<file path="config.mk">
export PLATFORM = sky130hd
export DESIGN_NAME = cbw_top
export DESIGN_NICKNAME = d
export VERILOG_FILES = /design/src/hdl/cbw_pwm.v /design/src/hdl/cbw_top.v
export VERILOG_INCLUDE_DIRS = /design/src /design/src/hdl
export SDC_FILE = /design/constraint.sdc
export NUM_CORES = 1
export LEC_CHECK = 0
export BUFFER_PORTS_ARGS = -buffer_cell sky130_fd_sc_hd__buf_4
export CAP_MARGIN = 10
export CORE_ASPECT_RATIO = 2
export CORE_MARGIN = 2
export CORE_UTILIZATION = 25
export CTS_BUF_LIST = sky130_fd_sc_hd__clkbuf_8
export DETAILED_ROUTE_END_ITERATION = 10
export GPL_ROUTABILITY_DRIVEN = 0
export PLACE_DENSITY = 0.39
export SLEW_MARGIN = 40
export SYNTH_ARGS = -nofsm -noshare
export SYNTH_HDL_FRONTEND = slang
export SYNTH_HIERARCHICAL = 1
export SYNTH_SLANG_ARGS = --single-unit
</file>
<file path="constraint.sdc">
create_clock -name clk -period 4.6 [get_ports clk]
set_input_delay 0.92 -clock clk [delete_from_list [all_inputs] [get_ports clk]]
set_output_delay 0.92 -clock clk [all_outputs]
set_load 0.01 [all_outputs]
</file>
<file path="src/hdl/cbw_defines.vh">
// Constants for the carbon dioxide benchmark and warm-up controller
// What this block does
// - Benchmark voltage reads as 400ppm
// - Recompute concentration periodically from voltage difference
// - Lower concentration replaces benchmark with present voltage
// - Output scaling spans 400 to 3000ppm
// - Concentration shown as PWM duty
// - Separate on/off ventilation control output
// - Warm-up timer starts at power-on
// - Normal operation starts itself after warm-up
// - Straps set operating conditions at power-on
// - Strap changes ignored until next reset
// - All outputs inactive during warm-up
// - Strap high 30 minutes, low 120
// - Line test mode exercises outputs
`ifndef CBW_DEFINES_VH
`define CBW_DEFINES_VH
`define CBW_CLK_HZ        10000000
`define CBW_PPM_AMBIENT   12'h190
`define CBW_PPM_MAX       12'hbb8
`define CBW_PPM_SPAN      12'ha28
`define CBW_WARM_SHORT_MIN 8'h1e
`define CBW_WARM_LONG_MIN  8'h78
`define CBW_SEC_PER_MIN   60
`define CBW_CYC_PER_MIN   (`CBW_CLK_HZ * `CBW_SEC_PER_MIN)
`define CBW_MEAS_PERIOD   100000
`define CBW_ST_STRAP      2'h0
`define CBW_ST_WARM       2'h1
`define CBW_ST_RUN        2'h2
`define CBW_ST_TEST       2'h3
`endif

</file>
<file path="src/hdl/cbw_pwm.v">
// PWM generator for the concentration output
`timescale 1ns/1ps
module cbw_pwm #(
  parameter WIDTH = 12
) (
  clk,
  rstn,
  enable,
  duty,
  pwmOut
);
  input              clk;
  input              rstn;
  input              enable;
  input  [WIDTH-1:0] duty;
  output             pwmOut;

  reg [WIDTH-1:0] cnt_q;
  reg             pwm_q;

  // Duty compared against free-running ramp; full scale is 2**WIDTH
  always @(posedge clk or negedge rstn) begin
    if (!rstn) begin
      cnt_q <= {WIDTH{1'b0}};
      pwm_q <= 1'b0;
    end else begin
      cnt_q <= cnt_q + {{(WIDTH-1){1'b0}}, 1'b1};
      pwm_q <= enable && (cnt_q < duty);
    end
  end
  assign pwmOut = pwm_q;
endmodule

</file>
<file path="src/hdl/cbw_top.v">
// Benchmark tracking, concentration, warm-up and outputs for CO2 monitor
`timescale 1ns/1ps
`include "cbw_defines.vh"
module cbw_top #(
  parameter        VW           = 12,
  parameter [31:0] CYC_PER_MIN  = `CBW_CYC_PER_MIN,
  parameter [31:0] MEAS_PERIOD  = `CBW_MEAS_PERIOD,
  parameter [11:0] PPM_PER_LSB  = 12'h004,
  parameter [11:0] CTRL_ON_PPM  = 12'h3e8
) (
  input  wire          clk,
  input  wire          rstn,
  input  wire [VW-1:0] sensorVolt,
  input  wire          warmupSelectStrap,
  input  wire          lineTestStrap,
  output wire          ppmPwm,
  output reg           ventCtrl,
  output reg  [11:0]   ppmValue,
  output wire          warmupDone
);

  ////////////////////////////////////////////////////////////////
  // Straps and state
  reg [1:0]    state_q;
  reg          selShort_q;
  reg          testMode_q;
  reg [31:0]   preCnt_q;
  reg [7:0]    minCnt_q;
  reg [31:0]   measCnt_q;
  reg [VW-1:0] my_q;
  reg          benchValid_q;
  wire [7:0]   warmMin;
  wire         minTick;
  wire         measTick;
  wire         warmEnd;
  wire         runMode;
  wire         testOn;
  reg  [1:0]   state_d;

  assign warmMin = selShort_q ? `CBW_WARM_SHORT_MIN
                              : `CBW_WARM_LONG_MIN;
  assign minTick = (preCnt_q == CYC_PER_MIN - 32'h1);
  assign measTick = (measCnt_q == MEAS_PERIOD - 32'h1);
  assign warmupDone = (state_q == `CBW_ST_RUN) ||
                      (state_q == `CBW_ST_TEST);
  assign runMode = (state_q == `CBW_ST_RUN);
  assign testOn = (state_q == `CBW_ST_TEST);

  // Straps caught once after release, then never looked at again
  always @(posedge clk or negedge rstn) begin
    if (!rstn) begin
      selShort_q <= 1'b0;
      testMode_q <= 1'b0;
    end else if (state_q == `CBW_ST_STRAP) begin
      selShort_q <= warmupSelectStrap;
      testMode_q <= lineTestStrap;
    end
  end

  ////////////////////////////////////////////////////////////////
  // Warm-up timer
  // Prescaler only runs in warm-up so the minute count starts clean
  always @(posedge clk or negedge rstn) begin
    if (!rstn) begin
      preCnt_q <= 32'h0;
    end else if (state_q == `CBW_ST_WARM) begin
      if (minTick) begin
        preCnt_q <= 32'h0;
      end else begin
        preCnt_q <= preCnt_q + 32'h1;
      end
    end
  end

  // Counts whole minutes; stops mattering once warm-up ends
  always @(posedge clk or negedge rstn) begin
    if (!rstn) begin
      minCnt_q <= 8'h0;
    end else if ((state_q == `CBW_ST_WARM) && minTick) begin
      minCnt_q <= minCnt_q + 8'h1;
    end
  end

  assign warmEnd = minTick && (minCnt_q + 8'h1 >= warmMin);

  // Run or test is left only through reset
  always @(posedge clk or negedge rstn) begin
    if (!rstn) begin
      state_q <= `CBW_ST_STRAP;
    end else begin
      state_q <= state_d;
    end
  end

  always @* begin
    state_d = state_q;
    case (state_q)
      `CBW_ST_STRAP: begin
        state_d = `CBW_ST_WARM;
      end
      `CBW_ST_WARM: begin
        if (warmEnd) begin
          if (testMode_q) begin
            state_d = `CBW_ST_TEST;
          end else begin
            state_d = `CBW_ST_RUN;
          end
        end
      end
      `CBW_ST_RUN: begin
        state_d = `CBW_ST_RUN;
      end
      `CBW_ST_TEST: begin
        state_d = `CBW_ST_TEST;
      end
      default: begin
        state_d = `CBW_ST_STRAP;
      end
    endcase
  end

  ////////////////////////////////////////////////////////////////
  // Periodic concentration and benchmark tracking
  wire [VW-1:0] dropV;
  wire [31:0]   rawPpm;
  wire [11:0]   clipPpm;
  wire          benchLoad;

  // Voltage falls as CO2 rises: benchmark holds highest reading
  assign dropV = (sensorVolt < my_q) ? my_q - sensorVolt
                                        : {VW{1'b0}};
  assign rawPpm = {{(32-VW){1'b0}}, dropV} * {20'h0, PPM_PER_LSB};
  // Equal reading gives ambient, clipped at upper limit
  assign clipPpm = (rawPpm >= {20'h0, `CBW_PPM_SPAN}) ? `CBW_PPM_MAX
                 : `CBW_PPM_AMBIENT + rawPpm[11:0];

  // Tick counter only runs in normal operation
  always @(posedge clk or negedge rstn) begin
    if (!rstn) begin
      measCnt_q <= 32'h0;
    end else if (runMode) begin
      if (measTick) begin
        measCnt_q <= 32'h0;
      end else begin
        measCnt_q <= measCnt_q + 32'h1;
      end
    end
  end

  // First tick seeds the benchmark; a higher reading replaces it
  assign benchLoad = !benchValid_q || (sensorVolt > my_q);

  always @(posedge clk or negedge rstn) begin
    if (!rstn) begin
      my_q      <= {VW{1'b0}};
      benchValid_q <= 1'b0;
    end else if (runMode && measTick && benchLoad) begin
      my_q      <= sensorVolt;
      benchValid_q <= 1'b1;
    end
  end

  // A reading at or above the benchmark reports ambient
  always @(posedge clk or negedge rstn) begin
    if (!rstn) begin
      ppmValue <= `CBW_PPM_AMBIENT;
    end else if (runMode && measTick) begin
      if (benchLoad) begin
        ppmValue <= `CBW_PPM_AMBIENT;
      end else begin
        ppmValue <= clipPpm;
      end
    end
  end

  ////////////////////////////////////////////////////////////////
  // Outputs, silent until warm-up is over
  reg [11:0] duty;
  reg [11:0] testCnt_q;

  // Free-running sweep; bit 11 gives a slow on/off for the fan line
  always @(posedge clk or negedge rstn) begin
    if (!rstn) begin
      testCnt_q <= 12'h0;
    end else if (testOn) begin
      testCnt_q <= testCnt_q + 12'h1;
    end
  end

  // Line test sweeps the duty and toggles control, no sensor needed
  always @* begin
    if (testOn) begin
      duty = {testCnt_q[11:4], 4'h0};
    end else begin
      duty = ppmValue - `CBW_PPM_AMBIENT;
    end
  end

  // Registered so the fan line never glitches on a tick
  always @(posedge clk or negedge rstn) begin
    if (!rstn) begin
      ventCtrl <= 1'b0;
    end else if (testOn) begin
      ventCtrl <= testCnt_q[11];
    end else begin
      ventCtrl <= runMode &&
                  (ppmValue >= CTRL_ON_PPM);
    end
  end

  // Ramp free-runs; the enable holds the pin low through warm-up
  cbw_pwm #(
    .WIDTH (12)
  ) uPwm (
    .clk    (clk),
    .rstn   (rstn),
    .enable (warmupDone),
    .duty   (duty),
    .pwmOut (ppmPwm)
  );

endmodule

</file>
==> run_results.csv <==
group,metric,value,unit
run_status,status,"finished, final reports clean",
yosys,yosys-top-cells-area,"dfrtp_1 (43%), xnor2_1 (7.9%), ha_1 (6.5%)",
power_and_ir_drop,comb_power_share,4.3,%
critical_path,path_cells,"buf_4, ha_1, fa_1, nand2b_1, a211oi_2, o221ai_2, a21oi_2, o31ai_1, nor2b_1, inv_1, ha_1, a21oi_1, nand4b_1, a21oi_1, o22ai_4, a2111oi_2, a21o_1",
global_route,grt_pass1_wl,29400,um
placed_design,io_buffers,28,
yosys,synth_cell_types,70,
critical_path,crit_slowest_cell,"fa_1",
critical_path,rr_endpoint,"ppmValue[2]",
critical_path,r2r-start,"my_q[0]",
final_layout,final_util,29.36,%
routing,route.detailed.drc,0,
critical_path,critPathKind,"in2reg",
critical_path,cp-end-kind,"flip-flop",
clock_tree,postCtsSetupBuffers,0,
yosys,yosysTopAreaCellShare,42.82,%
clock_tree,clk_latency,0.47,ns
sta,hold_viol_final,0,
sta,worst_slew_pin_slew,0.7157,ns
sta,setup_viol,0,
routing,wl_per_cell,15.73,um
global_route,grt_pass1_vias,5582,
yosys,synth_seq_cells,125,
critical_path,cp_max_fo,7,
routing,first_iter_violations,247,
global_route,grtUsageTotal,12.94,%
global_route,grt_max_degree,79,
routing,firstDrtPassIters,4,
die,start_util,25.39,%
sta,fin_tns_setup,0,ns
yosys,synthFlopType,"dfrtp_1",
clock_tree,cts_root_buffer,"clkbuf_8",
die,ios,31,
power_and_ir_drop,swShare,22.06,%
sta,fin_crit,4.052,ns
critical_path,arrival,4.47,ns
final_layout,drive_gt1_share,13.57,%
yosys,synth_area_leader_cell,"dfrtp_1",
routing,vias,5229,
power_and_ir_drop,p_leak,3.869,nW
sta,grt_setup_unrepaired,"false",
critical_path,cp_top_family,"compound AO/OA/AOI/OAI gates",
critical_path,crit_cells,17,
critical_path,rr_worst_depth,17,
clock_tree,ctsResizeCount,0,
global_route,antenna_found_initial,1,
power_and_ir_drop,p_sw,0.5266,mW
sta,slew_headroom,52.29,%
die,die_x,123.4,um
die,row_count,87,
power_and_ir_drop,pwr-share-clk,49.6,%
die,fp.coreArea,0.02808,mm^2
clock_tree,cts_tree,"built",
power_and_ir_drop,power.density,289.4,mW/mm^2
placed_design,place_hpwl,13410,um
yosys,post_synth_instance_area,0.007129,mm^2
clock_tree,clock_sinks,125,
flow_run,max-cap-violations,0,
final_layout,mostFrequentLayoutCells,"dfrtp_1 (122), nor2_1 (68), xnor2_1 (64)",
final_layout,area_growth,15.65,%
yosys,seq_area_frac_synth,43.93,%
global_route,gr-total-overflow,0,
die,die_h,242.8,um
min_path,hold_class,"in2async",
power_and_ir_drop,p_seq_share,46.1,%
clock_tree,numCtsBuffers,17,
yosys,ys_warn_count,6,
clock_tree,clk_path_buf_depth,2,
critical_path,cp_slowest_stage_delay,0.43,ns
critical_path,worstSetupStartpointType,"input pin",
critical_path,required,5.01,ns
sta,finClkSkew,0.01282,ns
clock_tree,h-tree-depth,4,
sta,drv_slew,0,
die,die_area,0.02997,mm^2
yosys,synth_cells,724,
yosys,synth-edff-count,0,
sta,fmax,246.8,MHz
critical_path,reg2reg_slack,0.75,ns
yosys,avgSynthCellArea,9.847,um^2
sta,whs,0.4719,ns
power_and_ir_drop,vdd_drop_max,0.0001453,V
final_layout,final_nets,816,
routing,ant_nets,0,
yosys,async_reset_ff_share,100.0,%
clock_tree,ctsHoldBuffers,0,
routing,via_per_inst,4.623,
routing,routed_wl,17790,um
final_layout,final_common_cell,"dfrtp_1",
sta,period_share,88.10,%
clock_tree,clkTransAtPathRegs,0.08,ns
critical_path,path_buf_inv,2,
power_and_ir_drop,p_int,1.860,mW
[metrics by stage]
stage	power (mW)	cells	setup WS [ns]	cell area [um^2]
global route	2.490	1131	0.3188	8245
global placement	1.227	1099	0.1629	7762
detailed placement	1.227	1099	0.07114	7762
finish	2.386	1131	0.5476	8245
floorplan	1.174	727	0.6483	7141
CTS	2.434	1130	0.5933	8240
[registers in the layout, summed over array words and instances, names as in the netlist]
name,cells
measCnt_q,32
preCnt_q,32
my_q,12
testCnt_q,12
uPwm/cnt_q,12
ppmValue,10
minCnt_q,8
state_q,2
benchValid_q,1
selShort_q,1
testMode_q,1
uPwm/pwmOut,1
ventCtrl,1
[final cells by class]
cell class              count  area, um^2
fillers                  3008       19840
clock buffers              23       316.6
well taps                 356       445.4
inverters                  41       153.9
clock inverters             8       161.4
multi-input cells         543        3772
repair buffers             34       261.5
diodes                      1       2.502
flip-flops and latches    125        3132
[layer usage]
metal,vias up,global-route usage [%],share of wire [%],routed length (um)
met5,-,0,0,0
met4,0,5.247,2.2,395
met3,26,3.125,2.3,418
met2,49,24.50,58,10300
met1,2578,13.05,38,6676
li1,2576,-,-,-
[logic make-up (layout without fill, tap and decap cells)]
kind of cell,after synthesis,count (layout),synth area share (%)
muxes,14,14,2.211
AOI/OAI and AO/OA,93,93,9.583
adders and majority gates,38,38,6.774
DFF,125,125,43.93
xor gates and xnor gates,105,105,12.90
other,1,5,0.05260
and+or+nand+nor,289,289,21.24
buffers and inverters,59,106,3.317
[power groups by stage]
stage	clock, mW	combinational [mW]	sequential [mW]
after global routing	1.27	0.116	1.10
final	1.18	0.102	1.10
after detailed placement	0	0.105	1.12
after floorplan	0	0.0526	1.12
after global placement	0	0.106	1.12
after CTS	1.23	0.106	1.10
[worst max-delay path by stage]
| stage | start | end | slack, ns |
|---|---|---|---|
| 6_report | sensorVolt[0] | ppmValue[2] | 0.55 |
| 5_1_grt | sensorVolt[0] | ppmValue[2] | 0.32 |
| 3_3_place_gp | sensorVolt[0] | ppmValue[7] | 0.16 |
| 4_1_cts | sensorVolt[0] | ppmValue[2] | 0.59 |
| 3_5_place_dp | sensorVolt[0] | ppmValue[2] | 0.07 |
| 2_1_floorplan | sensorVolt[0] | ppmValue[2] | 0.65 |
[cells in the mapped netlist, types with 20 or more instances]
| cell type | number |
|---|---|
| a21oi_1 | 21 |
| and3_1 | 20 |
| dfrtp_1 | 122 |
| ha_1 | 37 |
| inv_1 | 41 |
| nand2_1 | 60 |
| nand3_1 | 38 |
| nand4_1 | 22 |
| nor2_1 | 68 |
| o21ai_0 | 20 |
| xnor2_1 | 64 |
| xor2_1 | 41 |
[worst register-to-register path, stage by stage (launching register included)]
cell,delay (ns)
dfrtp_1,0.33
inv_1,0.05
ha_1,0.20
fa_1,0.43
nand2b_1,0.24
a211oi_2,0.27
o221ai_2,0.19
a21oi_2,0.17
o31ai_1,0.17
nor2b_1,0.25
inv_1,0.07
ha_1,0.18
a21oi_1,0.15
nand4b_1,0.12
a21oi_1,0.33
o22ai_4,0.16
a2111oi_2,0.39
a21o_1,0.12
Power figures use the tool's default switching activity.
